File: config.mk
export PLATFORM = sky130hd
export DESIGN_NAME = rcseq_top
export DESIGN_NICKNAME = d
export VERILOG_FILES = /design/src/common/rcseq_pkg.sv /design/src/rtl/rcseq_top.sv
export SDC_FILE = /design/constraint.sdc
export NUM_CORES = 1
export LEC_CHECK = 0
export BUFFER_PORTS_ARGS = -buffer_cell sky130_fd_sc_hd__buf_2
export CAP_MARGIN = 10
export CORE_AREA = 2 2 157 98
export DETAILED_ROUTE_END_ITERATION = 8
export DIE_AREA = 0 0 159 100
export HOLD_SLACK_MARGIN = 0.12
export PLACE_DENSITY = 0.81
export SLEW_MARGIN = 0
export SYNTH_ARGS = -nofsm -noshare
export SYNTH_HDL_FRONTEND = slang
export SYNTH_SLANG_ARGS = --single-unit
File: constraint.sdc
create_clock -name aclk -period 3 [get_ports aclk]
set_input_delay 0.6 -clock aclk [delete_from_list [all_inputs] [get_ports aclk]]
set_output_delay 0.6 -clock aclk [all_outputs]
set_load 0.05 [all_outputs]
File: src/common/rcseq_pkg.sv
/*
 * rcseq_pkg: constants for the reset cause sequencer.
 * Assumes a 20 MHz system clock; register offsets are byte addresses of
 * the AXI4-Lite slave (printed offsets are not all multiples of four).
 */
package rcseq_pkg;
    // printed register indices; byte address is four times the index
    localparam logic [7:0]  IDX_CORE_STATUS  = 8'h03;
    localparam logic [7:0]  IDX_RESET_CAUSE  = 8'h8e;
    localparam logic [11:0] ADDR_CORE_STATUS = 12'h00c;
    localparam logic [11:0] ADDR_RESET_CAUSE = 12'h238;
    localparam logic [11:0] ADDR_CONFIG      = 12'h400;
    localparam logic [11:0] ADDR_SEQ_STATE   = 12'h404;
    localparam logic [11:0] ADDR_PC          = 12'h408;

    // field positions
    localparam int BIT_EXPIRY    = 4;
    localparam int BIT_SLEEP     = 3;
    localparam int BIT_BROWNOUT  = 0;
    localparam int BIT_POWERON   = 1;
    localparam int CFG_BOD_EN    = 0;
    localparam int CFG_POWERUP_DELAY_TIMER_DIS  = 1;
    localparam int CFG_OSC_LSB   = 2;

    // values after reset, and the interrupt wake vector
    localparam logic [7:0]  STATUS_POR     = 8'h18;
    localparam logic [1:0]  CAUSE_POR      = 2'b00;
    localparam logic [1:0]  CAUSE_BOD      = 2'b10;
    localparam logic [12:0] PC_RESET       = 13'h0000;
    localparam logic [12:0] PC_IRQ_VECTOR  = 13'h0004;
    localparam logic [4:0]  CONFIG_RESET   = 5'h01;

    // timing
    localparam int CLK_HZ                 = 20_000_000;
    localparam int POWERUP_DELAY_MS       = 72;
    localparam int POWERUP_DELAY_CYC      = CLK_HZ / 1000 * POWERUP_DELAY_MS;
    localparam int MASTER_CLEAR_N_MIN_NS            = 2000;
    localparam int MASTER_CLEAR_N_MIN_CYC           = (MASTER_CLEAR_N_MIN_NS + 49) / 50;
    localparam int BOD_MIN_NS             = 100_000;
    localparam int BOD_MIN_CYC            = (BOD_MIN_NS + 49) / 50;
    localparam int STARTUP_OSC_PERIODS    = 1024;

    // oscillator modes
    typedef enum logic [2:0] {
        RCSEQ_LP, RCSEQ_XT, RCSEQ_HS, RCSEQ_RC, RCSEQ_EC, RCSEQ_INTERNAL_OSC_MODE
    } rcseq_osc_t;

    // axi responses
    localparam logic [1:0] RESP_OKAY   = 2'b00;
    localparam logic [1:0] RESP_SLVERR = 2'b10;
endpackage

File: src/rtl/rcseq_top.sv
/*
 * rcseq_top: reset cause sequencer with AXI4-Lite register slave.
 * Assumes supply monitor, brown-out comparator, master-clear pin and
 * watchdog arrive asynchronously; the oscillator ticks once per period.
 */
// The AXI4-Lite slave port was chosen for this implementation.
`timescale 1ns/1ps
module rcseq_top
    import rcseq_pkg::*;
#(
    parameter int POWERUP_CYC = rcseq_pkg::POWERUP_DELAY_CYC
) (
    // clock and reset
    input  wire logic        aclk,
    input  wire logic        aresetn,
    // analog and pin inputs
    input  wire logic        supply_good,
    input  wire logic        brownout_below,
    input  wire logic        master_clear_n,
    input  wire logic        watchdog_expire,
    input  wire logic        osc_tick,
    // core side
    input  wire logic        core_sleeping,
    input  wire logic        irq_wake,
    input  wire logic        global_irq_enable,
    input  wire logic [12:0] core_pc,
    output logic             core_reset,
    output logic             core_wake,
    output logic [12:0]      pc_load,
    // axi4-lite slave
    input  wire logic [11:0] s_awaddr,
    input  wire logic        s_awvalid,
    output logic             s_awready,
    input  wire logic [31:0] s_wdata,
    input  wire logic [3:0]  s_wstrb,
    input  wire logic        s_wvalid,
    output logic             s_wready,
    output logic [1:0]       s_bresp,
    output logic             s_bvalid,
    input  wire logic        s_bready,
    input  wire logic [11:0] s_araddr,
    input  wire logic        s_arvalid,
    output logic             s_arready,
    output logic [31:0]      s_rdata,
    output logic [1:0]       s_rresp,
    output logic             s_rvalid,
    input  wire logic        s_rready
);
    typedef enum logic [2:0] {
        RCSEQ_HOLD, RCSEQ_POWERUP_DELAY_TIMER, RCSEQ_OST, RCSEQ_MCLRW, RCSEQ_RUN, RCSEQ_WAKE
    } rcseq_state_t;

    rcseq_state_t state;
    logic [22:0]  timer;
    logic [10:0]  osc_cnt;
    logic [15:0]  master_clear_n_cnt;
    logic [15:0]  bod_cnt;
    logic [2:0]   s_sup, s_bod, s_master_clear_n, s_wdt, s_osc;
    logic         por_done, bod_trip, master_clear_n_low, wdt_prev, osc_prev;
    logic         bod_event, wdt_event, osc_edge, master_clear_n_event, pending_bod;
    logic [7:0]   core_status;
    logic [1:0]   reset_cause_flags;
    logic [4:0]   config_reg;
    logic         aw_got, w_got;
    logic [11:0]  aw_addr;
    logic [31:0]  w_data;
    logic [3:0]   w_strb;

    function automatic logic is_crystal(input logic [2:0] m);
        return m == RCSEQ_LP || m == RCSEQ_XT || m == RCSEQ_HS;
    endfunction

    // two-flop synchronisers, third stage for edges
    always_ff @(posedge aclk) begin
        if (!aresetn) begin
            s_sup  <= '0;
            s_bod  <= '0;
            s_master_clear_n <= '0;
            s_wdt  <= '0;
            s_osc  <= '0;
        end else begin
            s_sup  <= {s_sup[1:0], supply_good};
            s_bod  <= {s_bod[1:0], brownout_below};
            s_master_clear_n <= {s_master_clear_n[1:0], master_clear_n};
            s_wdt  <= {s_wdt[1:0], watchdog_expire};
            s_osc  <= {s_osc[1:0], osc_tick};
        end
    end

    assign wdt_event = s_wdt[1] & ~wdt_prev;
    assign osc_edge  = s_osc[1] & ~osc_prev;
    assign bod_event = bod_trip & config_reg[CFG_BOD_EN];
    assign master_clear_n_event = master_clear_n_low;

    // master-clear glitch filter
    always_ff @(posedge aclk) begin
        if (!aresetn) begin
            master_clear_n_cnt <= '0;
            master_clear_n_low <= 1'b0;
            wdt_prev <= 1'b0;
            osc_prev <= 1'b0;
        end else begin
            wdt_prev <= s_wdt[1];
            osc_prev <= s_osc[1];
            if (s_master_clear_n[1]) begin
                master_clear_n_cnt <= '0;
                master_clear_n_low <= 1'b0;
            end else if (master_clear_n_cnt < 16'(MASTER_CLEAR_N_MIN_CYC)) begin
                master_clear_n_cnt <= master_clear_n_cnt + 16'd1;
            end else begin
                master_clear_n_low <= 1'b1;
            end
        end
    end

    // brown-out duration qualifier
    always_ff @(posedge aclk) begin
        if (!aresetn) begin
            bod_cnt  <= '0;
            bod_trip <= 1'b0;
        end else if (!s_bod[1]) begin
            bod_cnt  <= '0;
            bod_trip <= 1'b0;
        end else if (bod_cnt < 16'(BOD_MIN_CYC)) begin
            bod_cnt <= bod_cnt + 16'd1;
        end else begin
            bod_trip <= 1'b1;
        end
    end

    // sequencer; aresetn models the power-on pulse
    always_ff @(posedge aclk) begin
        if (!aresetn) begin
            state       <= RCSEQ_HOLD;
            timer       <= '0;
            osc_cnt     <= '0;
            por_done    <= 1'b0;
            pending_bod <= 1'b0;
            core_reset  <= 1'b1;
            core_wake   <= 1'b0;
            pc_load     <= PC_RESET;
        end else begin
            core_wake <= 1'b0;
            if (bod_event && state != RCSEQ_HOLD) begin
                state       <= RCSEQ_HOLD;
                core_reset  <= 1'b1;
                pending_bod <= 1'b1;
                pc_load     <= PC_RESET;
            end else if (wdt_event && state == RCSEQ_RUN && !core_sleeping) begin
                state      <= RCSEQ_HOLD;
                core_reset <= 1'b1;
                pc_load    <= PC_RESET;
            end else begin
                unique case (state)
                    RCSEQ_HOLD: begin
                        timer   <= '0;
                        osc_cnt <= '0;
                        if (s_sup[1] && !bod_event) begin
                            if (pending_bod && config_reg[CFG_POWERUP_DELAY_TIMER_DIS]) begin
                                state <= RCSEQ_OST;
                            end else if (!config_reg[CFG_POWERUP_DELAY_TIMER_DIS]) begin
                                state <= RCSEQ_POWERUP_DELAY_TIMER;
                            end else begin
                                state <= RCSEQ_OST;
                            end
                        end
                    end
                    RCSEQ_POWERUP_DELAY_TIMER: begin
                        if (!s_sup[1]) begin
                            state <= RCSEQ_HOLD;
                        end else if (timer >= 23'(POWERUP_CYC - 1)) begin
                            state <= RCSEQ_OST;
                        end else begin
                            timer <= timer + 23'd1;
                        end
                    end
                    RCSEQ_OST: begin
                        if (!is_crystal(config_reg[CFG_OSC_LSB +: 3])) begin
                            state <= RCSEQ_MCLRW;
                        end else if (osc_cnt == 11'(STARTUP_OSC_PERIODS)) begin
                            state <= RCSEQ_MCLRW;
                        end else if (osc_edge) begin
                            osc_cnt <= osc_cnt + 11'd1;
                        end
                    end
                    RCSEQ_MCLRW: begin
                        por_done    <= 1'b1;
                        pending_bod <= 1'b0;
                        if (!master_clear_n_event) begin
                            state      <= RCSEQ_RUN;
                            core_reset <= 1'b0;
                        end
                    end
                    RCSEQ_RUN: begin
                        osc_cnt <= '0;
                        if (master_clear_n_event) begin
                            state      <= RCSEQ_MCLRW;
                            core_reset <= 1'b1;
                            pc_load    <= PC_RESET;
                        end else if (core_sleeping && (wdt_event || irq_wake)) begin
                            state <= RCSEQ_WAKE;
                            if (irq_wake && global_irq_enable) begin
                                pc_load <= PC_IRQ_VECTOR;
                            end else begin
                                pc_load <= core_pc + 13'd1;
                            end
                        end
                    end
                    RCSEQ_WAKE: begin
                        if (!is_crystal(config_reg[CFG_OSC_LSB +: 3])
                            || osc_cnt == 11'(STARTUP_OSC_PERIODS)) begin
                            state     <= RCSEQ_RUN;
                            core_wake <= 1'b1;
                        end else if (osc_edge) begin
                            osc_cnt <= osc_cnt + 11'd1;
                        end
                    end
                endcase
            end
        end
    end

    // status and cause flags; software writes lose to hardware events
    logic wr_fire;
    assign wr_fire = aw_got && w_got && !s_bvalid;

    always_ff @(posedge aclk) begin
        if (!aresetn) begin
            core_status       <= STATUS_POR;
            reset_cause_flags <= CAUSE_POR;
        end else begin
            if (wr_fire && aw_addr == ADDR_CORE_STATUS && w_strb[0]) begin
                core_status[2:0] <= w_data[2:0];
            end
            if (wr_fire && aw_addr == ADDR_RESET_CAUSE && w_strb[0]) begin
                reset_cause_flags <= w_data[1:0];
            end
            if (bod_event && state != RCSEQ_HOLD) begin
                reset_cause_flags             <= CAUSE_BOD;
                core_status[BIT_EXPIRY]       <= 1'b1;
                core_status[BIT_SLEEP]        <= 1'b1;
            end else if (wdt_event && state == RCSEQ_RUN && !core_sleeping) begin
                core_status[7:4] <= 4'h0;
            end else if (state == RCSEQ_RUN && master_clear_n_event && core_sleeping) begin
                core_status[BIT_EXPIRY] <= 1'b1;
                core_status[BIT_SLEEP]  <= 1'b0;
            end else if (state == RCSEQ_RUN && core_sleeping && wdt_event) begin
                core_status[BIT_EXPIRY] <= 1'b0;
                core_status[BIT_SLEEP]  <= 1'b0;
            end else if (state == RCSEQ_RUN && core_sleeping && irq_wake) begin
                core_status[BIT_EXPIRY] <= 1'b1;
                core_status[BIT_SLEEP]  <= 1'b0;
            end
        end
    end

    // axi4-lite write channel
    always_ff @(posedge aclk) begin
        if (!aresetn) begin
            aw_got    <= 1'b0;
            w_got     <= 1'b0;
            aw_addr   <= '0;
            w_data    <= '0;
            w_strb    <= '0;
            s_awready <= 1'b1;
            s_wready  <= 1'b1;
            s_bvalid  <= 1'b0;
            s_bresp   <= RESP_OKAY;
            config_reg <= CONFIG_RESET;
        end else begin
            if (s_awvalid && s_awready) begin
                aw_got    <= 1'b1;
                aw_addr   <= s_awaddr;
                s_awready <= 1'b0;
            end
            if (s_wvalid && s_wready) begin
                w_got    <= 1'b1;
                w_data   <= s_wdata;
                w_strb   <= s_wstrb;
                s_wready <= 1'b0;
            end
            if (wr_fire) begin
                s_bvalid <= 1'b1;
                if (aw_addr == ADDR_CONFIG && w_strb[0]) begin
                    config_reg <= w_data[4:0];
                end
                s_bresp <= (aw_addr == ADDR_CORE_STATUS || aw_addr == ADDR_RESET_CAUSE
                            || aw_addr == ADDR_CONFIG) ? RESP_OKAY : RESP_SLVERR;
            end
            if (s_bvalid && s_bready) begin
                s_bvalid  <= 1'b0;
                aw_got    <= 1'b0;
                w_got     <= 1'b0;
                s_awready <= 1'b1;
                s_wready  <= 1'b1;
            end
        end
    end

    // axi4-lite read channel
    always_ff @(posedge aclk) begin
        if (!aresetn) begin
            s_arready <= 1'b1;
            s_rvalid  <= 1'b0;
            s_rdata   <= '0;
            s_rresp   <= RESP_OKAY;
        end else if (s_arvalid && s_arready) begin
            s_arready <= 1'b0;
            s_rvalid  <= 1'b1;
            s_rresp   <= RESP_OKAY;
            unique case (s_araddr)
                ADDR_CORE_STATUS: s_rdata <= {24'h0000_00, core_status};
                ADDR_RESET_CAUSE: s_rdata <= {30'h0000_0000, reset_cause_flags};
                ADDR_CONFIG:      s_rdata <= {27'h0000_000, config_reg};
                ADDR_SEQ_STATE:   s_rdata <= {28'h0000_000, por_done, 3'(state)};
                ADDR_PC:          s_rdata <= {19'h0_0000, pc_load};
                default: begin
                    s_rdata <= '0;
                    s_rresp <= RESP_SLVERR;
                end
            endcase
        end else if (s_rvalid && s_rready) begin
            s_rvalid  <= 1'b0;
            s_arready <= 1'b1;
        end
    end

    // checks
    AST_HOLD_RESET: assert property (@(posedge aclk) disable iff (!aresetn)
        state == RCSEQ_HOLD |=> core_reset) else $error("core released in hold");
    AST_POWERUP_DELAY_TIMER_SUPPLY: assert property (@(posedge aclk) disable iff (!aresetn)
        state == RCSEQ_POWERUP_DELAY_TIMER && !s_sup[1] && !bod_event |=> state == RCSEQ_HOLD)
        else $error("supply loss not restarting delay");
    AST_BOD_CAUSE: assert property (@(posedge aclk) disable iff (!aresetn)
        bod_event && state != RCSEQ_HOLD |=> reset_cause_flags == CAUSE_BOD)
        else $error("brown-out cause not loaded");
    AST_BOD_GATED: assert property (@(posedge aclk) disable iff (!aresetn)
        !config_reg[CFG_BOD_EN] |-> !bod_event) else $error("brown-out while disabled");
    AST_MASTER_CLEAR_N_FILTER: assert property (@(posedge aclk) disable iff (!aresetn)
        $rose(master_clear_n_low) |-> $past(master_clear_n_cnt) == 16'(MASTER_CLEAR_N_MIN_CYC))
        else $error("master-clear qualified early");
    AST_WDT_NIBBLE: assert property (@(posedge aclk) disable iff (!aresetn)
        wdt_event && state == RCSEQ_RUN && !core_sleeping && !bod_event
        |=> core_status[7:4] == 4'h0 && core_status[3:0] == $past(core_status[3:0]))
        else $error("watchdog status wrong");
    AST_WAKE_PC: assert property (@(posedge aclk) disable iff (!aresetn)
        state == RCSEQ_RUN && core_sleeping && irq_wake && global_irq_enable
        && !master_clear_n_event && !bod_event && !wdt_event |=> pc_load == PC_IRQ_VECTOR)
        else $error("wake vector wrong");
    AST_RUN_FREE: assert property (@(posedge aclk) disable iff (!aresetn)
        state == RCSEQ_RUN |-> !core_reset) else $error("reset during run");
    COV_RUN: cover property (@(posedge aclk) disable iff (!aresetn) $fell(core_reset));
    COV_BOD: cover property (@(posedge aclk) disable iff (!aresetn) bod_event);
    COV_WAKE: cover property (@(posedge aclk) disable iff (!aresetn) core_wake);
endmodule

==> metrics.yaml <==
pwr:
  switching_share: 0.271
  seqPwrFrac: 0.469
  p_leak_uw: 0.00316
  internal_power_uw: 3220
  power.share.combinational: 0.083
  cellPowerDensity_nw_per_um2: 542
  p_sw_uw: 1200
  p_clk_frac: 0.448
  peakVddDrop_uv: 286
place:
  preCtsSetupSlack_ps: 570
  portBuffers: 92
  place_inst: 1079
  dpl.hpwl_mm: 12.3
  placed_cell_area_sq_um: 7620
  gp_congestion: 0.864
job:
  drv_cap: 0
worst_setup_path:
  r2r-start: "state[0]$_SDFFE_PP0P_"
  end_kind: "flip-flop"
  worstPathRequired_ps: 3270
  slowest_stage: "o311ai_0"
  reg2reg_slack_ps: 450
  crit_path_start_kind: "flip-flop"
  r2r-end: "timer[5]$_SDFFE_PN0P_"
  cp.arrival_ps: 2820
  reg2reg_depth: 5
  max_stage_delay_ps: 590
  critPathKind: "flip-flop to flip-flop"
  worst-path-max-fanout: 14
  path_cells: "buf_4 > a311oi_2 > nand2_1 > o311ai_0 > o31ai_1"
clock_tree:
  cts-root-buf: "clkbuf_16"
  numClockSinks: 151
  ctsHoldBuffers: 0
  ctsResizeCount: 0
  postCtsSetupBuffers: 0
  cts_max_level: 4
  cts_buffers: 17
  clock_latency_ps: 420
  path_clk_slew_ps: 60
  clk_path_buf_depth: 2
  cts_tree: "built"
sta:
  fmaxAchievable_mhz: 392
  setup_ws_ps: 448
  skew_ps: 9.82
  setup_tns_ps: 0
  drv_slew: 0
  slew_headroom: 0.490
  fin_crit_sh: 0.851
  hold_violations: 0
  rsz0062_at_grt: "no"
  finalSetupViolCount: 0
  fin_crit_ps: 2550
  worstMarginPinSlew_ps: 757
yosys:
  synth-seq-cells: 151
  ys_types: 82
  synth_flop_cell: "dfxtp_1"
  netlist.area_leader.share: 0.427
  synth_edf_count: 0
  synth_cells: 815
  yosysMostFrequentCell: "dfxtp_1"
  seq_area_frac_synth: 0.427
  syn_area_per_cell_sq_um: 8.69
  yosys.area.top_type: "dfxtp_1"
  netlist_area_sq_um: 7080
  ys_top_cells_by_count: "151 x dfxtp_1, 81 x nand2_1, 76 x nor2_1, 56 x a21oi_1"
  synth_warnings: 0
  synth.top_cells.by_area: "dfxtp_1 43%, nand2_1 4.3%, nor2_1 4.0%"
  async_flop_share: 0
grt:
  antenna_found_initial: 0
  grt-ovfl-total: 0
  grt_max_degree: 34
  grt_first_pass_wirelength_mm: 28.6
  grtUsageTotal: 0.221
  grt_pass1_vias: 5674
floorplanning:
  coreArea_sq_um: 14700
  rows: 35
  ioPinCount: 144
  die_h_um: 100
  start_util: 0.481
  design.die.area_sq_um: 15900
  fp.dieW_um: 159
min_path:
  holdPathEnd: "s_awready$_SDFFE_PP1P_"
  min-delay-start: "s_awvalid"
  hp-class: "input port to flip-flop"
  whs_path_depth: 2
drt:
  vias: 6404
  first_pass_iters: 6
  avgViaCountPerCell: 5.76
  drt-initial-drc-count: 632
  antenna_left: 0
  remaining_drc_errors: 0
  wl_per_cell_um: 15.9
  routed_wl_mm: 17.7
final_layout:
  final_cells: 1111
  largest-register: "timer"
  nFillCells: 1315
  nets: 989
  area_growth_pct: 15.2
  largest_register_ffs: 23
  fin_area_sq_um: 8160
  drive_gt1_frac: 0.191
  fin_util: 0.555
  antenna_cells: 0
  top_regs: "timer (23), bod_cnt (16), master_clear_n_cnt (16)"
status:
  status: "complete, no violations"
## worst max-delay path, delay by kind of cell (launching register included)
kind	cells	cell delay, ps
compound gates	3	1280
simple gates	1	490
flops	1	400
buf+inv	1	240
## metal layers
metal / vias to the layer above / track usage / wire (um)
li1: 3071 / - / -
met1: 3004 / 0.324 / 8640
met2: 295 / 0.321 / 7280
met5: - / 0 / 0
met4: 0 / 0.0629 / 237
met3: 34 / 0.0550 / 1570
## layout make-up
class	instances	area, sq um	share of cell area
clock buffer	18	429	0.0526
multi-input combinational	600	3720	0.456
timing repair buffer	102	536	0.0656
tap	203	254	0.0311
clock inverter	14	114	0.0139
sequential	151	3020	0.370
inverter	23	86.3	0.0106
## cells by family (layout without fill, tap and decap cells)
logic type | after synthesis | after routing | synth area share
other | 1 | 21 | 0.000529
DFF | 151 | 151 | 0.427
buffers and inverters | 84 | 157 | 0.0586
and+or+nand+nor | 334 | 334 | 0.244
muxes | 12 | 12 | 0.0175
AOI/OAI and AO/OA | 196 | 196 | 0.204
xor gates and xnor gates | 31 | 31 | 0.0383
adders and majority gates | 6 | 6 | 0.0106
## power groups by stage
stage | registers (uW) | logic, uW | clock network [uW]
floorplan | 2140 | 249 | 0
global placement | 2120 | 353 | 0
detailed placement | 2120 | 358 | 0
CTS | 2070 | 361 | 2010
global route | 2080 | 393 | 2090
finish | 2070 | 365 | 1980
## through the flow
step           power (uW)  hold slack (ps)
2_1_floorplan        2390              412
3_3_place_gp         2470              415
3_5_place_dp         2480              422
4_1_cts              4440              371
5_1_grt              4560              382
6_report             4420              381
## how the worst max path moves through the flow
stage | cells after the start | start | slack [ps] | to
2_1_floorplan | 5 | s_araddr[7] | 1000 | s_rdata[10]$_SDFFE_PN0P_
3_3_place_gp | 4 | state[2]$_SDFFE_PP0P_ | 620 | timer[17]$_SDFFE_PN0P_
3_5_place_dp | 4 | state[2]$_SDFFE_PP0P_ | 570 | timer[5]$_SDFFE_PN0P_
4_1_cts | 4 | state[2]$_SDFFE_PP0P_ | 550 | pc_load[1]$_SDFFE_PP0P_
5_1_grt | 4 | state[2]$_SDFFE_PP0P_ | 330 | pc_load[1]$_SDFFE_PP0P_
6_report | 5 | state[0]$_SDFFE_PP0P_ | 450 | timer[5]$_SDFFE_PN0P_
## layout by cell type (no fill, tap or decap), drive strengths merged, types with 9 or more instances in the layout
master	n
a21oi	56
a22oi	20
a31oi	9
and2	35
and3	15
and4	10
buf	102
clkbuf	18
conb	21
dfxtp	151
inv	30
mux2i	9
nand2	81
nand3	33
nand4	16
nor2	76
nor3	19
nor4	14
o21ai	35
o311ai	10
o31ai	9
xnor2	12
xor2	19
Power figures use the tool's default switching activity.
